File: config.mk
export PLATFORM = sky130hd
export DESIGN_NAME = smbmsi_core
export DESIGN_NICKNAME = d
export VERILOG_FILES = /design/src/rtl/smbmsi_pkg.sv /design/src/rtl/smbmsi_core.sv
export VERILOG_INCLUDE_DIRS = /design/src /design/src/rtl
export SDC_FILE = /design/constraint.sdc
export NUM_CORES = 1
export LEC_CHECK = 0
export BUFFER_PORTS_ARGS = -buffer_cell sky130_fd_sc_hd__buf_4
export CORE_MARGIN = 8
export CORE_UTILIZATION = 57
export DETAILED_ROUTE_END_ITERATION = 8
export PLACE_DENSITY = 0.8
export SLEW_MARGIN = 20
export SYNTH_ARGS = -nofsm -noshare
export SYNTH_HDL_FRONTEND = slang
export SYNTH_SLANG_ARGS = --single-unit
File: constraint.sdc
create_clock -name ref_clk -period 2.78 [get_ports ref_clk]
set_input_delay 0.417 -clock ref_clk [delete_from_list [all_inputs] [get_ports ref_clk]]
set_output_delay 0.417 -clock ref_clk [all_outputs]
set_load 0.005 [all_outputs]
File: src/rtl/smbmsi_defines.svh
// Timing and field constants for the two-wire serial bus interface
`ifndef SMBMSI_DEFINES_SVH
`define SMBMSI_DEFINES_SVH

`define SMB_CLK_NS        25
`define SMB_SRC_NS        250
`define SMB_SRC_CYC       ((`SMB_SRC_NS + `SMB_CLK_NS - 1) / `SMB_CLK_NS)
`define SMB_LOW_CYC       (`SMB_SRC_CYC)
`define SMB_HIGH_CYC      (`SMB_SRC_CYC)
`define SMB_HOLD_NS       50
`define SMB_HOLD_CYC      ((`SMB_HOLD_NS + `SMB_CLK_NS - 1) / `SMB_CLK_NS)
`define SMB_FREE_PERIODS  10
`define SMB_FREE_CYC      (`SMB_FREE_PERIODS * `SMB_SRC_CYC + 1)
`define SMB_LAST_DATA_BIT 4'h7
`define SMB_ACK_BIT       4'h8
`define SMB_DIR_BIT       0
`define SMB_CNT_MAX       8'hff

`endif

File: src/rtl/smbmsi_pkg.sv
// Types shared by the two-wire serial bus interface
package smbmsi_pkg;

  typedef enum logic [2:0] {
    CMD_START = 3'b000,
    CMD_WRITE = 3'b001,
    CMD_READ  = 3'b010,
    CMD_ACK   = 3'b011,
    CMD_STOP  = 3'b100
  } smbmsi_op_e;

  typedef enum logic [1:0] {
    EV_TX_DONE = 2'b00,
    EV_RX_BYTE = 2'b01,
    EV_STOP    = 2'b10
  } smbmsi_ev_e;

  typedef enum logic [3:0] {
    ST_IDLE      = 4'b0000,
    ST_WAIT_FREE = 4'b0001,
    ST_START     = 4'b0010,
    ST_LOW       = 4'b0011,
    ST_HIGH      = 4'b0100,
    ST_REPORT    = 4'b0101,
    ST_WAIT_CMD  = 4'b0110,
    ST_STOP_LOW  = 4'b0111,
    ST_STOP_HIGH = 4'b1000
  } smbmsi_state_e;

  typedef struct packed {
    logic enable;
    logic slave_inhibit;
    logic bus_free_timeout_enable;
  } smbmsi_cfg_s;

  typedef struct packed {
    smbmsi_op_e op;
    logic [7:0] data;
    logic       ack;
  } smbmsi_cmd_s;

  typedef struct packed {
    smbmsi_ev_e kind;
    logic [7:0] data;
    logic       ack_rcvd;
    logic       addr_phase;
    logic       arb_lost;
    logic       as_master;
  } smbmsi_evt_s;

  typedef struct packed {
    logic master;
    logic bus_busy;
    logic slave_active;
    logic arb_lost;
  } smbmsi_stat_s;

endpackage

File: src/rtl/smbmsi_core.sv
// Byte-level master/slave engine for a shared open-drain two-wire bus
`timescale 1ns/1ps
`default_nettype none
`include "smbmsi_defines.svh"

module smbmsi_core
  import smbmsi_pkg::*;
(
  input  wire logic         ref_clk,
  input  wire logic         reset,
  input  wire logic         scl_in,
  output logic              scl_out,
  output logic              scl_oe_n,
  input  wire logic         sda_in,
  output logic              sda_out,
  output logic              sda_oe_n,
  input  wire smbmsi_cfg_s  cfg,
  input  wire logic         cmd_valid,
  input  wire smbmsi_cmd_s  cmd,
  output logic              cmd_ready,
  output logic              evt_valid,
  output smbmsi_evt_s       evt,
  input  wire logic         evt_ready,
  output smbmsi_stat_s      status
);

  logic          scl_m, scl_s, scl_p;
  logic          sda_m, sda_s, sda_p;
  logic          start_det, stop_det, scl_rise, scl_fall;
  logic          bus_busy;
  logic [7:0]    free_cnt;
  smbmsi_state_e state, rep_next;
  logic [7:0]    cnt;
  logic [3:0]    bitn;
  logic [7:0]    serial_bus_data_reg;
  logic [7:0]    pend_addr;
  logic          start_pend, master, tx_role, slave_act, slave_inh;
  logic          addr_phase, arb_lost, ack_low, ack_rcvd;
  smbmsi_evt_s   ev;
  smbmsi_evt_s   spare;
  logic          spare_v;
  logic          push, pop, sample_now, bit_end, take;

  // Data level to pull for the current bit: zero means release
  function automatic logic drive_low(input logic tx, input logic [3:0] b,
                                     input logic msb, input logic ackl);
    if (b == `SMB_ACK_BIT) begin
      drive_low = tx ? 1'b0 : ackl;
    end else begin
      drive_low = tx ? ~msb : 1'b0;
    end
  endfunction

  // Event word built from the byte engine's state
  function automatic smbmsi_evt_s mk_evt(input smbmsi_ev_e k, input logic [7:0] d,
                                         input logic a, input logic ap,
                                         input logic al, input logic m);
    mk_evt = '{kind: k, data: d, ack_rcvd: a, addr_phase: ap, arb_lost: al, as_master: m};
  endfunction

  // Two-flop synchronisers plus a delay stage; the second and third stages feed logic
  always_ff @(posedge ref_clk) begin
    if (reset) begin
      scl_m <= 1'b1;
      scl_s <= 1'b1;
      scl_p <= 1'b1;
      sda_m <= 1'b1;
      sda_s <= 1'b1;
      sda_p <= 1'b1;
    end else begin
      scl_m <= scl_in;
      scl_s <= scl_m;
      scl_p <= scl_s;
      sda_m <= sda_in;
      sda_s <= sda_m;
      sda_p <= sda_s;
    end
  end

  // Bus conditions seen on the synchronised lines
  assign start_det = scl_s & scl_p & sda_p & ~sda_s;
  assign stop_det  = scl_s & scl_p & ~sda_p & sda_s;
  assign scl_rise  = scl_s & ~scl_p;
  assign scl_fall  = ~scl_s & scl_p;

  // Master paces bits by counters, slave by the bus clock edges
  assign sample_now = master ? (state == ST_HIGH && scl_s && cnt == 8'h00)
                             : (state == ST_LOW && scl_rise);
  assign bit_end    = (state == ST_HIGH) &&
                      (master ? (scl_s && cnt == 8'(`SMB_HIGH_CYC - 1)) : scl_fall);
  assign take       = cmd_ready & cmd_valid;
  assign push       = (state == ST_REPORT) & ~spare_v;

  // Busy between START and STOP, or until the free timeout expires
  always_ff @(posedge ref_clk) begin
    if (reset) begin
      bus_busy <= 1'b0;
      free_cnt <= 8'h00;
    end else begin
      if (scl_s && sda_s && cfg.bus_free_timeout_enable) begin
        free_cnt <= (free_cnt == `SMB_CNT_MAX) ? free_cnt : free_cnt + 8'h01;
      end else begin
        free_cnt <= 8'h00;
      end
      if (start_det) begin
        bus_busy <= 1'b1;
      end else if (stop_det) begin
        bus_busy <= 1'b0;
      end else if (free_cnt >= 8'(`SMB_FREE_CYC)) begin
        bus_busy <= 1'b0;
      end
    end
  end

  // Byte engine; lines are only ever pulled low or released
  always_ff @(posedge ref_clk) begin
    if (reset || !cfg.enable) begin
      state      <= ST_IDLE;
      rep_next   <= ST_IDLE;
      cnt        <= 8'h00;
      bitn       <= 4'h0;
      serial_bus_data_reg <= 8'h00;
      pend_addr  <= 8'h00;
      start_pend <= 1'b0;
      master     <= 1'b0;
      tx_role    <= 1'b0;
      slave_act  <= 1'b0;
      slave_inh  <= 1'b0;
      addr_phase <= 1'b0;
      arb_lost   <= 1'b0;
      ack_low    <= 1'b0;
      ack_rcvd   <= 1'b0;
      ev         <= '0;
      cmd_ready  <= 1'b0;
      scl_oe_n   <= 1'b1;
      sda_oe_n   <= 1'b1;
    end else if (!master && start_det) begin
      // Any START by another master: receive the address as a slave
      state      <= ST_LOW;
      cnt        <= 8'h00;
      bitn       <= 4'h0;
      tx_role    <= 1'b0;
      addr_phase <= 1'b1;
      arb_lost   <= 1'b0;
      slave_act  <= 1'b1;
      slave_inh  <= cfg.slave_inhibit;
      cmd_ready  <= 1'b0;
      scl_oe_n   <= 1'b1;
      sda_oe_n   <= 1'b1;
    end else if (!master && stop_det && slave_act) begin
      ev         <= mk_evt(EV_STOP, serial_bus_data_reg, ack_rcvd, 1'b0, arb_lost, 1'b0);
      slave_act  <= 1'b0;
      state      <= ST_REPORT;
      rep_next   <= ST_IDLE;
      cmd_ready  <= 1'b0;
      sda_oe_n   <= 1'b1;
    end else begin
      // Shared sampling of each bit on clock high
      if (sample_now) begin
        if (bitn == `SMB_ACK_BIT) begin
          ack_rcvd <= ~sda_s;
        end else begin
          serial_bus_data_reg <= {serial_bus_data_reg[6:0], sda_s};
          if (tx_role && master && serial_bus_data_reg[7] && !sda_s) begin
            // Lost arbitration: keep listening for the rest of the byte
            master    <= 1'b0;
            arb_lost  <= 1'b1;
            tx_role   <= 1'b0;
            scl_oe_n  <= 1'b1;
            slave_act <= 1'b1;
            slave_inh <= cfg.slave_inhibit;
          end
        end
      end
      case (state)
        ST_IDLE: begin
          scl_oe_n <= 1'b1;
          sda_oe_n <= 1'b1;
          if (start_pend) begin
            cmd_ready <= 1'b0;
            state     <= ST_WAIT_FREE;
          end else if (take) begin
            cmd_ready <= 1'b0;
            if (cmd.op == CMD_START) begin
              start_pend <= 1'b1;
              pend_addr  <= cmd.data;
            end
          end else begin
            cmd_ready <= 1'b1;
          end
        end
        ST_WAIT_FREE: begin
          if (!bus_busy && scl_s && sda_s) begin
            sda_oe_n   <= 1'b0;
            master     <= 1'b1;
            start_pend <= 1'b0;
            serial_bus_data_reg <= pend_addr;
            cnt        <= 8'h00;
            state      <= ST_START;
          end
        end
        ST_START: begin
          cnt <= cnt + 8'h01;
          if (cnt == 8'(`SMB_HIGH_CYC - 1)) begin
            scl_oe_n   <= 1'b0;
            cnt        <= 8'h00;
            bitn       <= 4'h0;
            tx_role    <= 1'b1;
            addr_phase <= 1'b1;
            arb_lost   <= 1'b0;
            state      <= ST_LOW;
          end
        end
        ST_LOW: begin
          cnt <= (cnt == `SMB_CNT_MAX) ? cnt : cnt + 8'h01;
          if (cnt == 8'(`SMB_HOLD_CYC)) begin
            sda_oe_n <= ~drive_low(tx_role, bitn, serial_bus_data_reg[7], ack_low);
          end
          if (master && cnt == 8'(`SMB_LOW_CYC - 1)) begin
            scl_oe_n <= 1'b1;
            cnt      <= 8'h00;
            state    <= ST_HIGH;
          end else if (!master && scl_rise) begin
            scl_oe_n <= 1'b1;
            state    <= ST_HIGH;
          end
        end
        ST_HIGH: begin
          // Count only once the line is really high
          if (master && scl_s) begin
            cnt <= cnt + 8'h01;
          end
          if (bit_end) begin
            cnt <= 8'h00;
            if (bitn == `SMB_LAST_DATA_BIT) begin
              if (tx_role) begin
                scl_oe_n <= ~master;
                bitn     <= `SMB_ACK_BIT;
                state    <= ST_LOW;
              end else if (!master && slave_inh && addr_phase) begin
                // Inhibited slave refuses every address silently
                ack_low   <= 1'b0;
                slave_act <= 1'b0;
                bitn      <= `SMB_ACK_BIT;
                state     <= ST_LOW;
              end else begin
                // Hold the clock low so software picks the acknowledge
                scl_oe_n <= 1'b0;
                ev       <= mk_evt(EV_RX_BYTE, serial_bus_data_reg, ack_rcvd,
                                   addr_phase, arb_lost, master);
                rep_next <= ST_WAIT_CMD;
                state    <= ST_REPORT;
              end
            end else if (bitn == `SMB_ACK_BIT) begin
              if (tx_role) begin
                scl_oe_n <= 1'b0;
                ev       <= mk_evt(EV_TX_DONE, serial_bus_data_reg, ack_rcvd,
                                   addr_phase, arb_lost, master);
                rep_next <= (!master && !ack_rcvd) ? ST_IDLE : ST_WAIT_CMD;
                state    <= ST_REPORT;
              end else if (!master && !ack_low) begin
                slave_act <= 1'b0;
                scl_oe_n  <= 1'b1;
                state     <= ST_IDLE;
              end else begin
                scl_oe_n   <= 1'b0;
                addr_phase <= 1'b0;
                cmd_ready  <= 1'b1;
                state      <= ST_WAIT_CMD;
              end
            end else begin
              scl_oe_n <= ~master;
              bitn     <= bitn + 4'h1;
              state    <= ST_LOW;
            end
          end
        end
        ST_REPORT: begin
          // A full buffer stalls here, with the clock held low for byte events
          if (!spare_v) begin
            state      <= rep_next;
            addr_phase <= 1'b0;
            cmd_ready  <= (rep_next == ST_WAIT_CMD);
            if (rep_next == ST_IDLE) begin
              slave_act <= 1'b0;
            end
          end
        end
        ST_WAIT_CMD: begin
          if (take) begin
            cmd_ready <= 1'b0;
            cnt       <= 8'h00;
            case (cmd.op)
              CMD_WRITE: begin
                serial_bus_data_reg <= cmd.data;
                tx_role  <= 1'b1;
                bitn     <= 4'h0;
                scl_oe_n <= ~master;
                state    <= ST_LOW;
              end
              CMD_READ: begin
                tx_role  <= 1'b0;
                bitn     <= 4'h0;
                scl_oe_n <= ~master;
                state    <= ST_LOW;
              end
              CMD_ACK: begin
                ack_low  <= cmd.ack;
                tx_role  <= 1'b0;
                bitn     <= `SMB_ACK_BIT;
                scl_oe_n <= ~master;
                state    <= ST_LOW;
              end
              default: begin
                // STOP, or START taken as STOP then a fresh START
                if (master) begin
                  start_pend <= (cmd.op == CMD_START);
                  pend_addr  <= cmd.data;
                  state      <= ST_STOP_LOW;
                end else begin
                  cmd_ready <= 1'b1;
                end
              end
            endcase
          end
        end
        ST_STOP_LOW: begin
          cnt <= cnt + 8'h01;
          if (cnt == 8'(`SMB_HOLD_CYC)) begin
            sda_oe_n <= 1'b0;
          end
          if (cnt == 8'(`SMB_LOW_CYC - 1)) begin
            scl_oe_n <= 1'b1;
            cnt      <= 8'h00;
            state    <= ST_STOP_HIGH;
          end
        end
        ST_STOP_HIGH: begin
          if (scl_s) begin
            cnt <= cnt + 8'h01;
          end
          if (scl_s && cnt == 8'(`SMB_HIGH_CYC - 1)) begin
            sda_oe_n <= 1'b1;
            master   <= 1'b0;
            state    <= ST_IDLE;
          end
        end
        default: begin
          state <= ST_IDLE;
        end
      endcase
    end
  end

  // Two-entry event buffer: output stage plus one spare
  always_ff @(posedge ref_clk) begin
    if (reset) begin
      evt_valid <= 1'b0;
      evt       <= '0;
      spare_v   <= 1'b0;
      spare     <= '0;
    end else if (pop) begin
      if (spare_v) begin
        evt     <= spare;
        spare   <= ev;
        spare_v <= push;
      end else begin
        evt       <= ev;
        evt_valid <= push;
      end
    end else if (!evt_valid) begin
      evt       <= ev;
      evt_valid <= push;
    end else if (push) begin
      spare   <= ev;
      spare_v <= 1'b1;
    end
  end
  assign pop = evt_valid & evt_ready;

  // Status and the constant-low open-drain data values
  always_ff @(posedge ref_clk) begin
    if (reset) begin
      status  <= '0;
      scl_out <= 1'b0;
      sda_out <= 1'b0;
    end else begin
      status  <= '{master: master, bus_busy: bus_busy, slave_active: slave_act,
                   arb_lost: arb_lost};
      scl_out <= 1'b0;
      sda_out <= 1'b0;
    end
  end

endmodule

`default_nettype wire

==> results of run 1 <==
==> metal layers <==
metal / global-route usage (%) / part of all wire (%)
met1: 28.4 / 42
met2: 38.5 / 49
met3: 3.90 / 6.1
met4: 10.6 / 2.8
met5: 0 / 0
==> cell families (layout without fill, tap and decap cells) <==
logic type	Yosys count	in the layout
buffers and inverters	52	94
AO/OA/AOI/OAI	164	164
XOR/XNOR	10	10
multiplexers	44	44
adder cells (fa/ha/maj)	9	9
other	1	2
AND/OR/NAND/NOR	275	275
flip-flops	108	108
==> final cells by class <==
cell class                      instances  area share, %
Clock buffer                            9           1.98
Clock inverter                          7           1.60
Inverter                               12          0.720
Multi-Input combinational cell        504           50.5
Sequential cell                       108           34.6
Tap cell                              133           2.66
Timing Repair Buffer                   66           7.92
==> worst max path at each step <==
stage,to,slack (ns),depth (start not counted)
floorplan,slave_act,0.37,7
global placement,addr_phase,0.40,8
detailed placement,addr_phase,0.28,8
CTS,state[0],0.25,8
global route,state[0],0.04,8
finish,state[0],0.18,8
==> power groups by stage <==
stage	logic, mW	registers (mW)	clock network, mW
after floorplan	0.104	1.60	0
after global placement	0.163	1.60	0
after detailed placement	0.165	1.60	0
after CTS	0.166	1.57	1.07
after global routing	0.182	1.57	1.14
final	0.169	1.57	1.05
==> cells in the final DEF, fill, tap and decap left out, drive strengths merged, types with 10 or more instances in the layout <==
cell / instances
dfxtp: 108
nor2: 83
buf: 66
nand2: 48
mux2i: 43
a21oi: 39
nand3: 37
o21ai: 33
a211oi: 24
inv: 15
nand4: 12
nor2b: 12
a31oi: 12
nand2b: 11
o21a: 10
nor3: 10
==> per-stage QoR <==
| step | utilization, % | instances | instance area, um2 | hold WS, ns |
|---|---|---|---|---|
| final | 65.2 | 839 | 6250 | 0.222 |
| after global routing | 65.2 | 839 | 6250 | 0.206 |
| after CTS | 65.2 | 839 | 6250 | 0.210 |
| after detailed placement | 62.8 | 823 | 6030 | 0.398 |
| after global placement | 62.8 | 823 | 6030 | 0.393 |
| after floorplan | - | 664 | 5530 | 0.389 |
==> flow_metrics.py, run 1 <==
metrics = {
    "global_routing": {
        "antenna_found_initial": 0,
        "grt_pass1_vias": 4990,
        "grt_use_total_pct": 23.1,
        "overflow": 0,
        "grt_max_degree": 45,
        "grt_first_pass_wirelength_um": 24700,
    },
    "hold_path": {
        "min-delay-start": "sda_in",
        "whs_path_depth": 2,
        "hp-class": "in2reg",
        "whs_endpoint": "sda_m",
    },
    "timing": {
        "period_share_pct": 93.5,
        "setup_viol": 0,
        "max_freq_ghz": 0.385,
        "tns_ns": 0,
        "rsz0062_at_grt": "no",
        "finalHoldViolCount": 0,
        "max-slew-margin-rel_pct": 37.7,
        "final.setup.worst_slack_ns": 0.181,
        "tightest_slew_ns": 0.934,
        "slew_viol_final": 0,
        "fin_skew_ns": 0.0184,
        "min_period_ns": 2.60,
    },
    "run_status": {
        "status": "finished clean",
    },
    "drt": {
        "routed_wl_um": 14800,
        "drc": 0,
        "drt_pre_antenna_iters": 7,
        "drtIter0Drc": 519,
        "via_per_inst": 6.17,
        "vias": 5176,
        "wire_per_inst_um": 17.7,
        "drtAntennaViolNets": 0,
    },
    "setup_path": {
        "arrival_ns": 2.89,
        "critPathKind": "reg2reg",
        "worst-r2r-setup-slack_ns": 0.18,
        "rr_worst_depth": 8,
        "crit_chain": "ha_1 > nor4bb_1 > buf_4 > nand4_1 > a32oi_1 > nand4_1 > a2111o_1 > a31oi_1",
        "reg2reg_from": "cnt[0]",
        "slowest_stage": "a2111o_1",
        "crit_fanout": 5,
        "cp-start-kind": "flop",
        "endpoint_kind": "flop",
        "crit_start": "cnt[0]",
        "reg2reg_to": "state[0]",
        "cpLargestDelayFamily": "compound AO/OA/AOI/OAI gates",
        "max_stage_delay_ns": 0.46,
        "crit_buf_inv": 1,
        "crit_required_ns": 3.07,
        "path_common_cell": "nand4_1",
    },
    "die": {
        "coreArea_um2": 9590,
        "start_util_pct": 57.6,
        "die_x_um": 114,
        "die_h_um": 114,
        "dieArea_um2": 13100,
        "io_pins": 45,
        "rows": 36,
    },
    "logic_synthesis": {
        "synth_ff_type": "dfxtp_1",
        "yosys_warnings": 0,
        "synth_compound_area_share_pct": 19.5,
        "syn_inst": 663,
        "synth_area_um2": 5530,
        "avgSynthCellArea_um2": 8.33,
        "synth_xor_area_share_pct": 1.59,
        "synth_top_area_cell": "dfxtp_1",
        "ys_ff_latch": 108,
        "synth_fa_ha_area_share_pct": 2.04,
        "synth_edf_count": 0,
        "synth_area_leaders": "dfxtp_1 39%, mux2i_1 7.8%, nor2_1 5.6%",
        "ys_types": 70,
        "ys_seq_area_share_pct": 39.1,
        "synth_commonest_cells": "108 x dfxtp_1, 83 x nor2_1, 48 x nand2_1, 43 x mux2i_1, 39 x a21oi_1",
        "synthMuxAreaShare_pct": 7.99,
        "async_reset_ff_share_pct": 0,
        "synth_top_family_by_area": "simple AND/OR/NAND/NOR gates",
        "synth.most_common_cell": "dfxtp_1",
        "synth_top_area_share_pct": 39.1,
        "yosys.area_share.simple_pct": 25.9,
    },
    "clocking": {
        "cts_setup_buffers": 0,
        "root_buffer": "clkbuf_8",
        "cts_resized": 0,
        "cts.clk_slew.worst_paths_ns": 0.11,
        "cts.path.max_buffers": 2,
        "insertion_delay_ns": 0.38,
        "cts_max_level": 3,
        "clkSinkCount": 108,
        "cts_tree": "yes",
        "numCtsBuffers": 9,
        "cts_hold_buf": 0,
    },
    "layout": {
        "fin_nets": 731,
        "seqCellArea_um2": 2160,
        "reg_top3": "ev: 14 flops, evt: 14 flops, spare: 14 flops",
        "multi_input_area_um2": 3160,
        "diodes": 0,
        "area_delta_synth_final_pct": 13.2,
        "fillers": 832,
        "drive_above_1_share_pct": 13.9,
    },
    "placed_design": {
        "gp_congestion": 0.974,
        "place_hpwl_um": 11000,
        "place_ws_ns": 0.283,
        "port-buffer-count": 42,
    },
    "power": {
        "power_mw": 2.78,
        "p_comb_share_pct": 6.1,
        "leakagePower_nw": 2.47,
        "p_switching_mw": 0.714,
        "seq_power_share_pct": 56.3,
        "switching_share_pct": 25.6,
        "clock_power_share_pct": 37.6,
        "ir_worst_vdd_uv": 244,
        "internal_power_mw": 2.07,
        "p_per_area_nw_per_um2": 445,
    },
    "flow_run": {
        "max_cap_viol_count": 0,
    },
}
Note: power is estimated with default switching activity, not from simulation.
==> inputs of run 2 (changes only) <==
--- a/config.mk
+++ b/config.mk
@@ -11,6 +11,7 @@
 export CORE_UTILIZATION = 57
 export DETAILED_ROUTE_END_ITERATION = 8
 export PLACE_DENSITY = 0.8
+export REMOVE_ABC_BUFFERS = 1
 export SLEW_MARGIN = 20
 export SYNTH_ARGS = -nofsm -noshare
 export SYNTH_HDL_FRONTEND = slang
==> flow_metrics.py, run 2 (synthesis gave the netlist of run 1 again) <==
metrics = {
    "timing": {
        "slew_viol_final": 0,
        "max-slew-margin-rel_pct": 41.8,
        "tightest_slew_ns": 0.874,
        "rsz0062_at_grt": "no",
        "finalHoldViolCount": 0,
        "setup_viol": 0,
        "final.setup.worst_slack_ns": 0.235,
        "min_period_ns": 2.54,
        "fin_skew_ns": 0.0100,
        "max_freq_ghz": 0.393,
        "period_share_pct": 91.5,
        "tns_ns": 0,
    },
    "power": {
        "p_comb_share_pct": 6.5,
        "p_switching_mw": 0.678,
        "leakagePower_nw": 2.45,
        "p_per_area_nw_per_um2": 424,
        "ir_worst_vdd_uv": 333,
        "switching_share_pct": 25.8,
        "seq_power_share_pct": 59.5,
        "clock_power_share_pct": 34.0,
        "internal_power_mw": 1.95,
    },
    "clocking": {
        "insertion_delay_ns": 0.37,
        "cts_hold_buf": 0,
        "root_buffer": "clkbuf_8",
        "cts_resized": 0,
        "cts.clk_slew.worst_paths_ns": 0.11,
        "numCtsBuffers": 9,
        "cts_max_level": 3,
        "cts.path.max_buffers": 2,
        "cts_setup_buffers": 0,
        "clkSinkCount": 108,
        "cts_tree": "yes",
    },
    "setup_path": {
        "critPathKind": "reg2reg",
        "cp-start-kind": "flop",
        "max_stage_delay_ns": 0.49,
        "arrival_ns": 2.82,
        "crit_chain": "ha_1 > nor4bb_1 > buf_4 > nand4_1 > a32oi_1 > or3b_2 > o31a_1 > o21a_1",
        "endpoint_kind": "flop",
        "crit_fanout": 5,
        "crit_required_ns": 3.06,
        "slowest_stage": "or3b_2",
    },
    "placed_design": {
        "place_hpwl_um": 11100,
        "place_ws_ns": 0.299,
        "gp_congestion": 0.952,
        "port-buffer-count": 42,
    },
    "global_routing": {
        "grt_first_pass_wirelength_um": 24400,
        "grt_use_total_pct": 23.3,
        "grt_pass1_vias": 4829,
        "antenna_found_initial": 0,
        "overflow": 0,
        "grt_max_degree": 45,
    },
    "layout": {
        "drive_above_1_share_pct": 13.9,
        "diodes": 0,
        "area_delta_synth_final_pct": 12.3,
        "layout_commonest_cell": "dfxtp_1",
        "fillers": 817,
        "fin_nets": 732,
        "layout_common_cells": "108 x dfxtp_1, 83 x nor2_1, 67 x buf_4",
        "reg_top3": "ev: 14 flops, evt: 14 flops, spare: 14 flops",
    },
    "drt": {
        "met2WireLength_um": 7110,
        "vias": 5092,
        "drtIter0Drc": 469,
        "wire_per_inst_um": 17.9,
        "drt_pre_antenna_iters": 5,
        "routed_wl_um": 15100,
        "drtAntennaViolNets": 0,
        "wl_met3_um": 1050,
        "route.top_layer_used": "met4",
        "via_per_inst": 6.07,
        "met1_length_um": 6660,
        "drc": 0,
    },
    "die": {
        "io_pins": 45,
        "dieArea_um2": 13100,
        "coreArea_um2": 9590,
        "rows": 36,
        "die_x_um": 114,
        "die_h_um": 114,
        "start_util_pct": 57.6,
    },
    "hold_path": {
        "hp-class": "in2reg",
    },
    "flow_run": {
        "max_cap_viol_count": 0,
    },
    "run_status": {
        "status": "finished clean",
    },
}
==> run 2: cell count changes in the layout (fill, tap and decap cells not counted) <==
| cell | change |
|---|---|
| clkinv_8 | -2 |
| buf_4 | +1 |
| inv_6 | -1 |
| clkinvlp_4 | +1 |
| bufinv_16 | -1 |
| clkinv_2 | +2 |
==> run 2: metal layers <==
metal | up-vias | global-route usage [%]
met5 | - | 0
met4 | 0 | 7.36
met3 | 23 | 5.59
met2 | 164 | 38.7
met1 | 2407 | 28.9
li1 | 2498 | -
==> run 2: critical path, delay by kind of cell, from the launching register on <==
family / cells / cell delay, ns
simple gates: 3 / 0.91
flops: 1 / 0.43
fa+ha+maj: 1 / 0.17
compound gates: 3 / 0.76
buf+inv: 1 / 0.17
==> run 2: per-stage QoR <==
stage	instances	utilization (%)	instance area, um2	power (mW)	hold slack, ns
2_1_floorplan	624	-	5370	1.69	0.389
3_3_place_gp	824	62.9	6040	1.77	0.396
3_5_place_dp	824	62.9	6040	1.77	0.394
4_1_cts	839	64.7	6210	2.65	0.200
5_1_grt	839	64.7	6210	2.74	0.203
6_report	839	64.7	6210	2.63	0.223
==> run 2: worst paths after layout <==
check | start | end | slack [ns] | depth (start not counted)
setup / recovery | cnt[0] | addr_phase | 0.24 | 8
hold reg to reg | sda_m | sda_s | 0.42 | 1
hold / removal | scl_in | scl_m | 0.22 | 2
setup reg to reg | cnt[0] | addr_phase | 0.24 | 8
==> run 2: final cells by class <==
class	instances	area, um2	share of cell area, %
timing repair buffer	67	503	8.10
tap	133	166	2.68
clock inverter	6	46.3	0.746
clock buffer	9	124	2.00
sequential	108	2160	34.8
multi-input combinational	504	3160	50.9
inverter	12	45.0	0.726
==> run 2: power groups by stage <==
| stage | Clock [mW] | Combinational (mW) | Sequential (mW) |
|---|---|---|---|
| after floorplan | 0 | 0.0836 | 1.60 |
| after global placement | 0 | 0.164 | 1.60 |
| after detailed placement | 0 | 0.167 | 1.60 |
| after CTS | 0.912 | 0.168 | 1.57 |
| after global routing | 0.983 | 0.185 | 1.57 |
| final | 0.895 | 0.170 | 1.57 |
==> inputs of run 3 (changes only) <==
--- a/config.mk
+++ b/config.mk
@@ -7,7 +7,7 @@
 export NUM_CORES = 1
 export LEC_CHECK = 0
 export BUFFER_PORTS_ARGS = -buffer_cell sky130_fd_sc_hd__buf_4
-export CORE_MARGIN = 8
+export CORE_MARGIN = 2
 export CORE_UTILIZATION = 57
 export DETAILED_ROUTE_END_ITERATION = 8
 export PLACE_DENSITY = 0.8
==> flow_metrics.py, run 3 (synthesis gave the netlist of run 1 again) <==
metrics = {
    "timing": {
        "timing.hold.ws_ns": 0.220,
        "max_freq_ghz": 0.391,
        "tightest_slew_ns": 0.917,
        "finalHoldViolCount": 0,
        "tns_ns": 0,
        "max-slew-margin-rel_pct": 38.9,
        "min_period_ns": 2.56,
        "slew_viol_final": 0,
        "period_share_pct": 92.1,
        "rsz0062_at_grt": "no",
        "setup_viol": 0,
        "fin_skew_ns": 0.0130,
    },
    "drt": {
        "drtIter0Drc": 371,
        "vias": 5108,
        "drt_pre_antenna_iters": 5,
        "met1_length_um": 6380,
        "via_per_inst": 6.10,
        "wl_met3_um": 935,
        "met2WireLength_um": 7000,
        "route.top_layer_used": "met4",
        "routed_wl_um": 14700,
        "wire_per_inst_um": 17.6,
        "drc": 0,
        "drtAntennaViolNets": 0,
    },
    "clocking": {
        "cts_hold_buf": 0,
        "cts.clk_slew.worst_paths_ns": 0.11,
        "insertion_delay_ns": 0.38,
        "cts_max_level": 3,
        "cts_tree": "yes",
        "cts.path.max_buffers": 2,
        "cts_resized": 0,
        "numCtsBuffers": 9,
        "root_buffer": "clkbuf_8",
        "cts_setup_buffers": 0,
        "clkSinkCount": 108,
    },
    "hold_path": {
        "whs_endpoint": "scl_m",
        "hp-class": "in2reg",
        "min-delay-start": "scl_in",
        "whs_path_depth": 2,
    },
    "global_routing": {
        "grt_pass1_vias": 4695,
        "grt_use_total_pct": 28.8,
        "antenna_found_initial": 0,
        "grt_max_degree": 45,
        "grt_first_pass_wirelength_um": 23600,
        "overflow": 0,
    },
    "power": {
        "switching_share_pct": 26.6,
        "seq_power_share_pct": 58.1,
        "leakagePower_nw": 2.46,
        "ir_worst_vdd_uv": 257,
        "p_switching_mw": 0.719,
        "internal_power_mw": 1.98,
        "p_comb_share_pct": 6.3,
        "p_per_area_nw_per_um2": 432,
        "clock_power_share_pct": 35.6,
    },
    "setup_path": {
        "crit_chain": "ha_1 > nor4bb_1 > buf_4 > nand4_1 > a32oi_1 > nand4_1 > a2111o_1 > a31oi_1",
        "crit_fanout": 5,
        "slowest_stage": "a2111o_1",
        "crit_required_ns": 3.08,
        "cp-start-kind": "flop",
        "arrival_ns": 2.86,
        "endpoint_kind": "flop",
        "reg2reg_from": "cnt[0]",
        "max_stage_delay_ns": 0.46,
        "rr_worst_depth": 8,
        "path_common_cell": "nand4_1",
        "worst-r2r-setup-slack_ns": 0.22,
        "reg2reg_to": "state[0]",
        "critPathKind": "reg2reg",
    },
    "layout": {
        "layout_common_cells": "108 x dfxtp_1, 83 x nor2_1, 68 x buf_4",
        "diodes": 0,
        "area_delta_synth_final_pct": 13.0,
        "fin_nets": 733,
        "drive_above_1_share_pct": 14.1,
        "reg_top3": "ev: 14 flops, evt: 14 flops, spare: 14 flops",
        "layout_commonest_cell": "dfxtp_1",
        "fin_util_pct": 66.9,
    },
    "die": {
        "die_x_um": 102,
        "io_pins": 45,
        "coreArea_um2": 9330,
        "die_h_um": 102,
        "start_util_pct": 59.2,
        "dieArea_um2": 10500,
        "rows": 35,
    },
    "placed_design": {
        "port-buffer-count": 42,
        "place_hpwl_um": 10900,
        "gp_congestion": 0.943,
    },
    "run_status": {
        "status": "finished clean",
    },
    "flow_run": {
        "max_cap_viol_count": 0,
    },
}
## run 3: area by class of cell
class / count / area, um2
multi-input combinational: 504 / 3160
fill: 812 / 3090
sequential: 108 / 2160
timing repair buffer: 68 / 510
tap: 129 / 161
clock buffer: 9 / 124
clock inverter: 7 / 78.8
inverter: 12 / 45.0
## run 3: power by group through the flow
stage | registers [mW] | clock network, mW | logic (mW)
after floorplan | 1.60 | 0 | 0.0836
after global placement | 1.60 | 0 | 0.165
after detailed placement | 1.60 | 0 | 0.167
after CTS | 1.57 | 0.978 | 0.168
after global routing | 1.57 | 1.04 | 0.185
final | 1.57 | 0.961 | 0.169
## run 3: worst max-delay path: cells and delay by family, from the launching register on
family | cells | cell delay, ns
simple gates | 3 | 0.71
compound gates | 3 | 1.01
flops | 1 | 0.43
fa+ha+maj | 1 | 0.18
buf+inv | 1 | 0.16
## run 3: how the worst max path moves through the flow
stage / startpoint / depth (start not counted) / endpoint
6_report: cnt[0] / 8 / state[0]
3_5_place_dp: cnt[0] / 8 / addr_phase
2_1_floorplan: state[2] / 6 / slave_act
4_1_cts: cnt[0] / 8 / addr_phase
3_3_place_gp: cnt[0] / 8 / addr_phase
5_1_grt: cnt[1] / 9 / state[0]
## run 3: routing by layer
layer | up-vias | track usage, %
li1 | 2494 | -
met1 | 2382 | 37.7
met2 | 189 | 48.4
met3 | 43 | 4.72
met4 | 0 | 9.33
met5 | - | 0
## run 3: per-stage QoR
stage / std cells / total power, mW / setup WS (ns) / instance area, um2
global route: 837 / 2.80 / 0.0358 / 6240
global placement: 821 / 1.77 / 0.380 / 6040
CTS: 837 / 2.71 / 0.255 / 6240
finish: 837 / 2.70 / 0.221 / 6240
floorplan: 624 / 1.69 / 0.122 / 5370
detailed placement: 821 / 1.77 / 0.266 / 6040
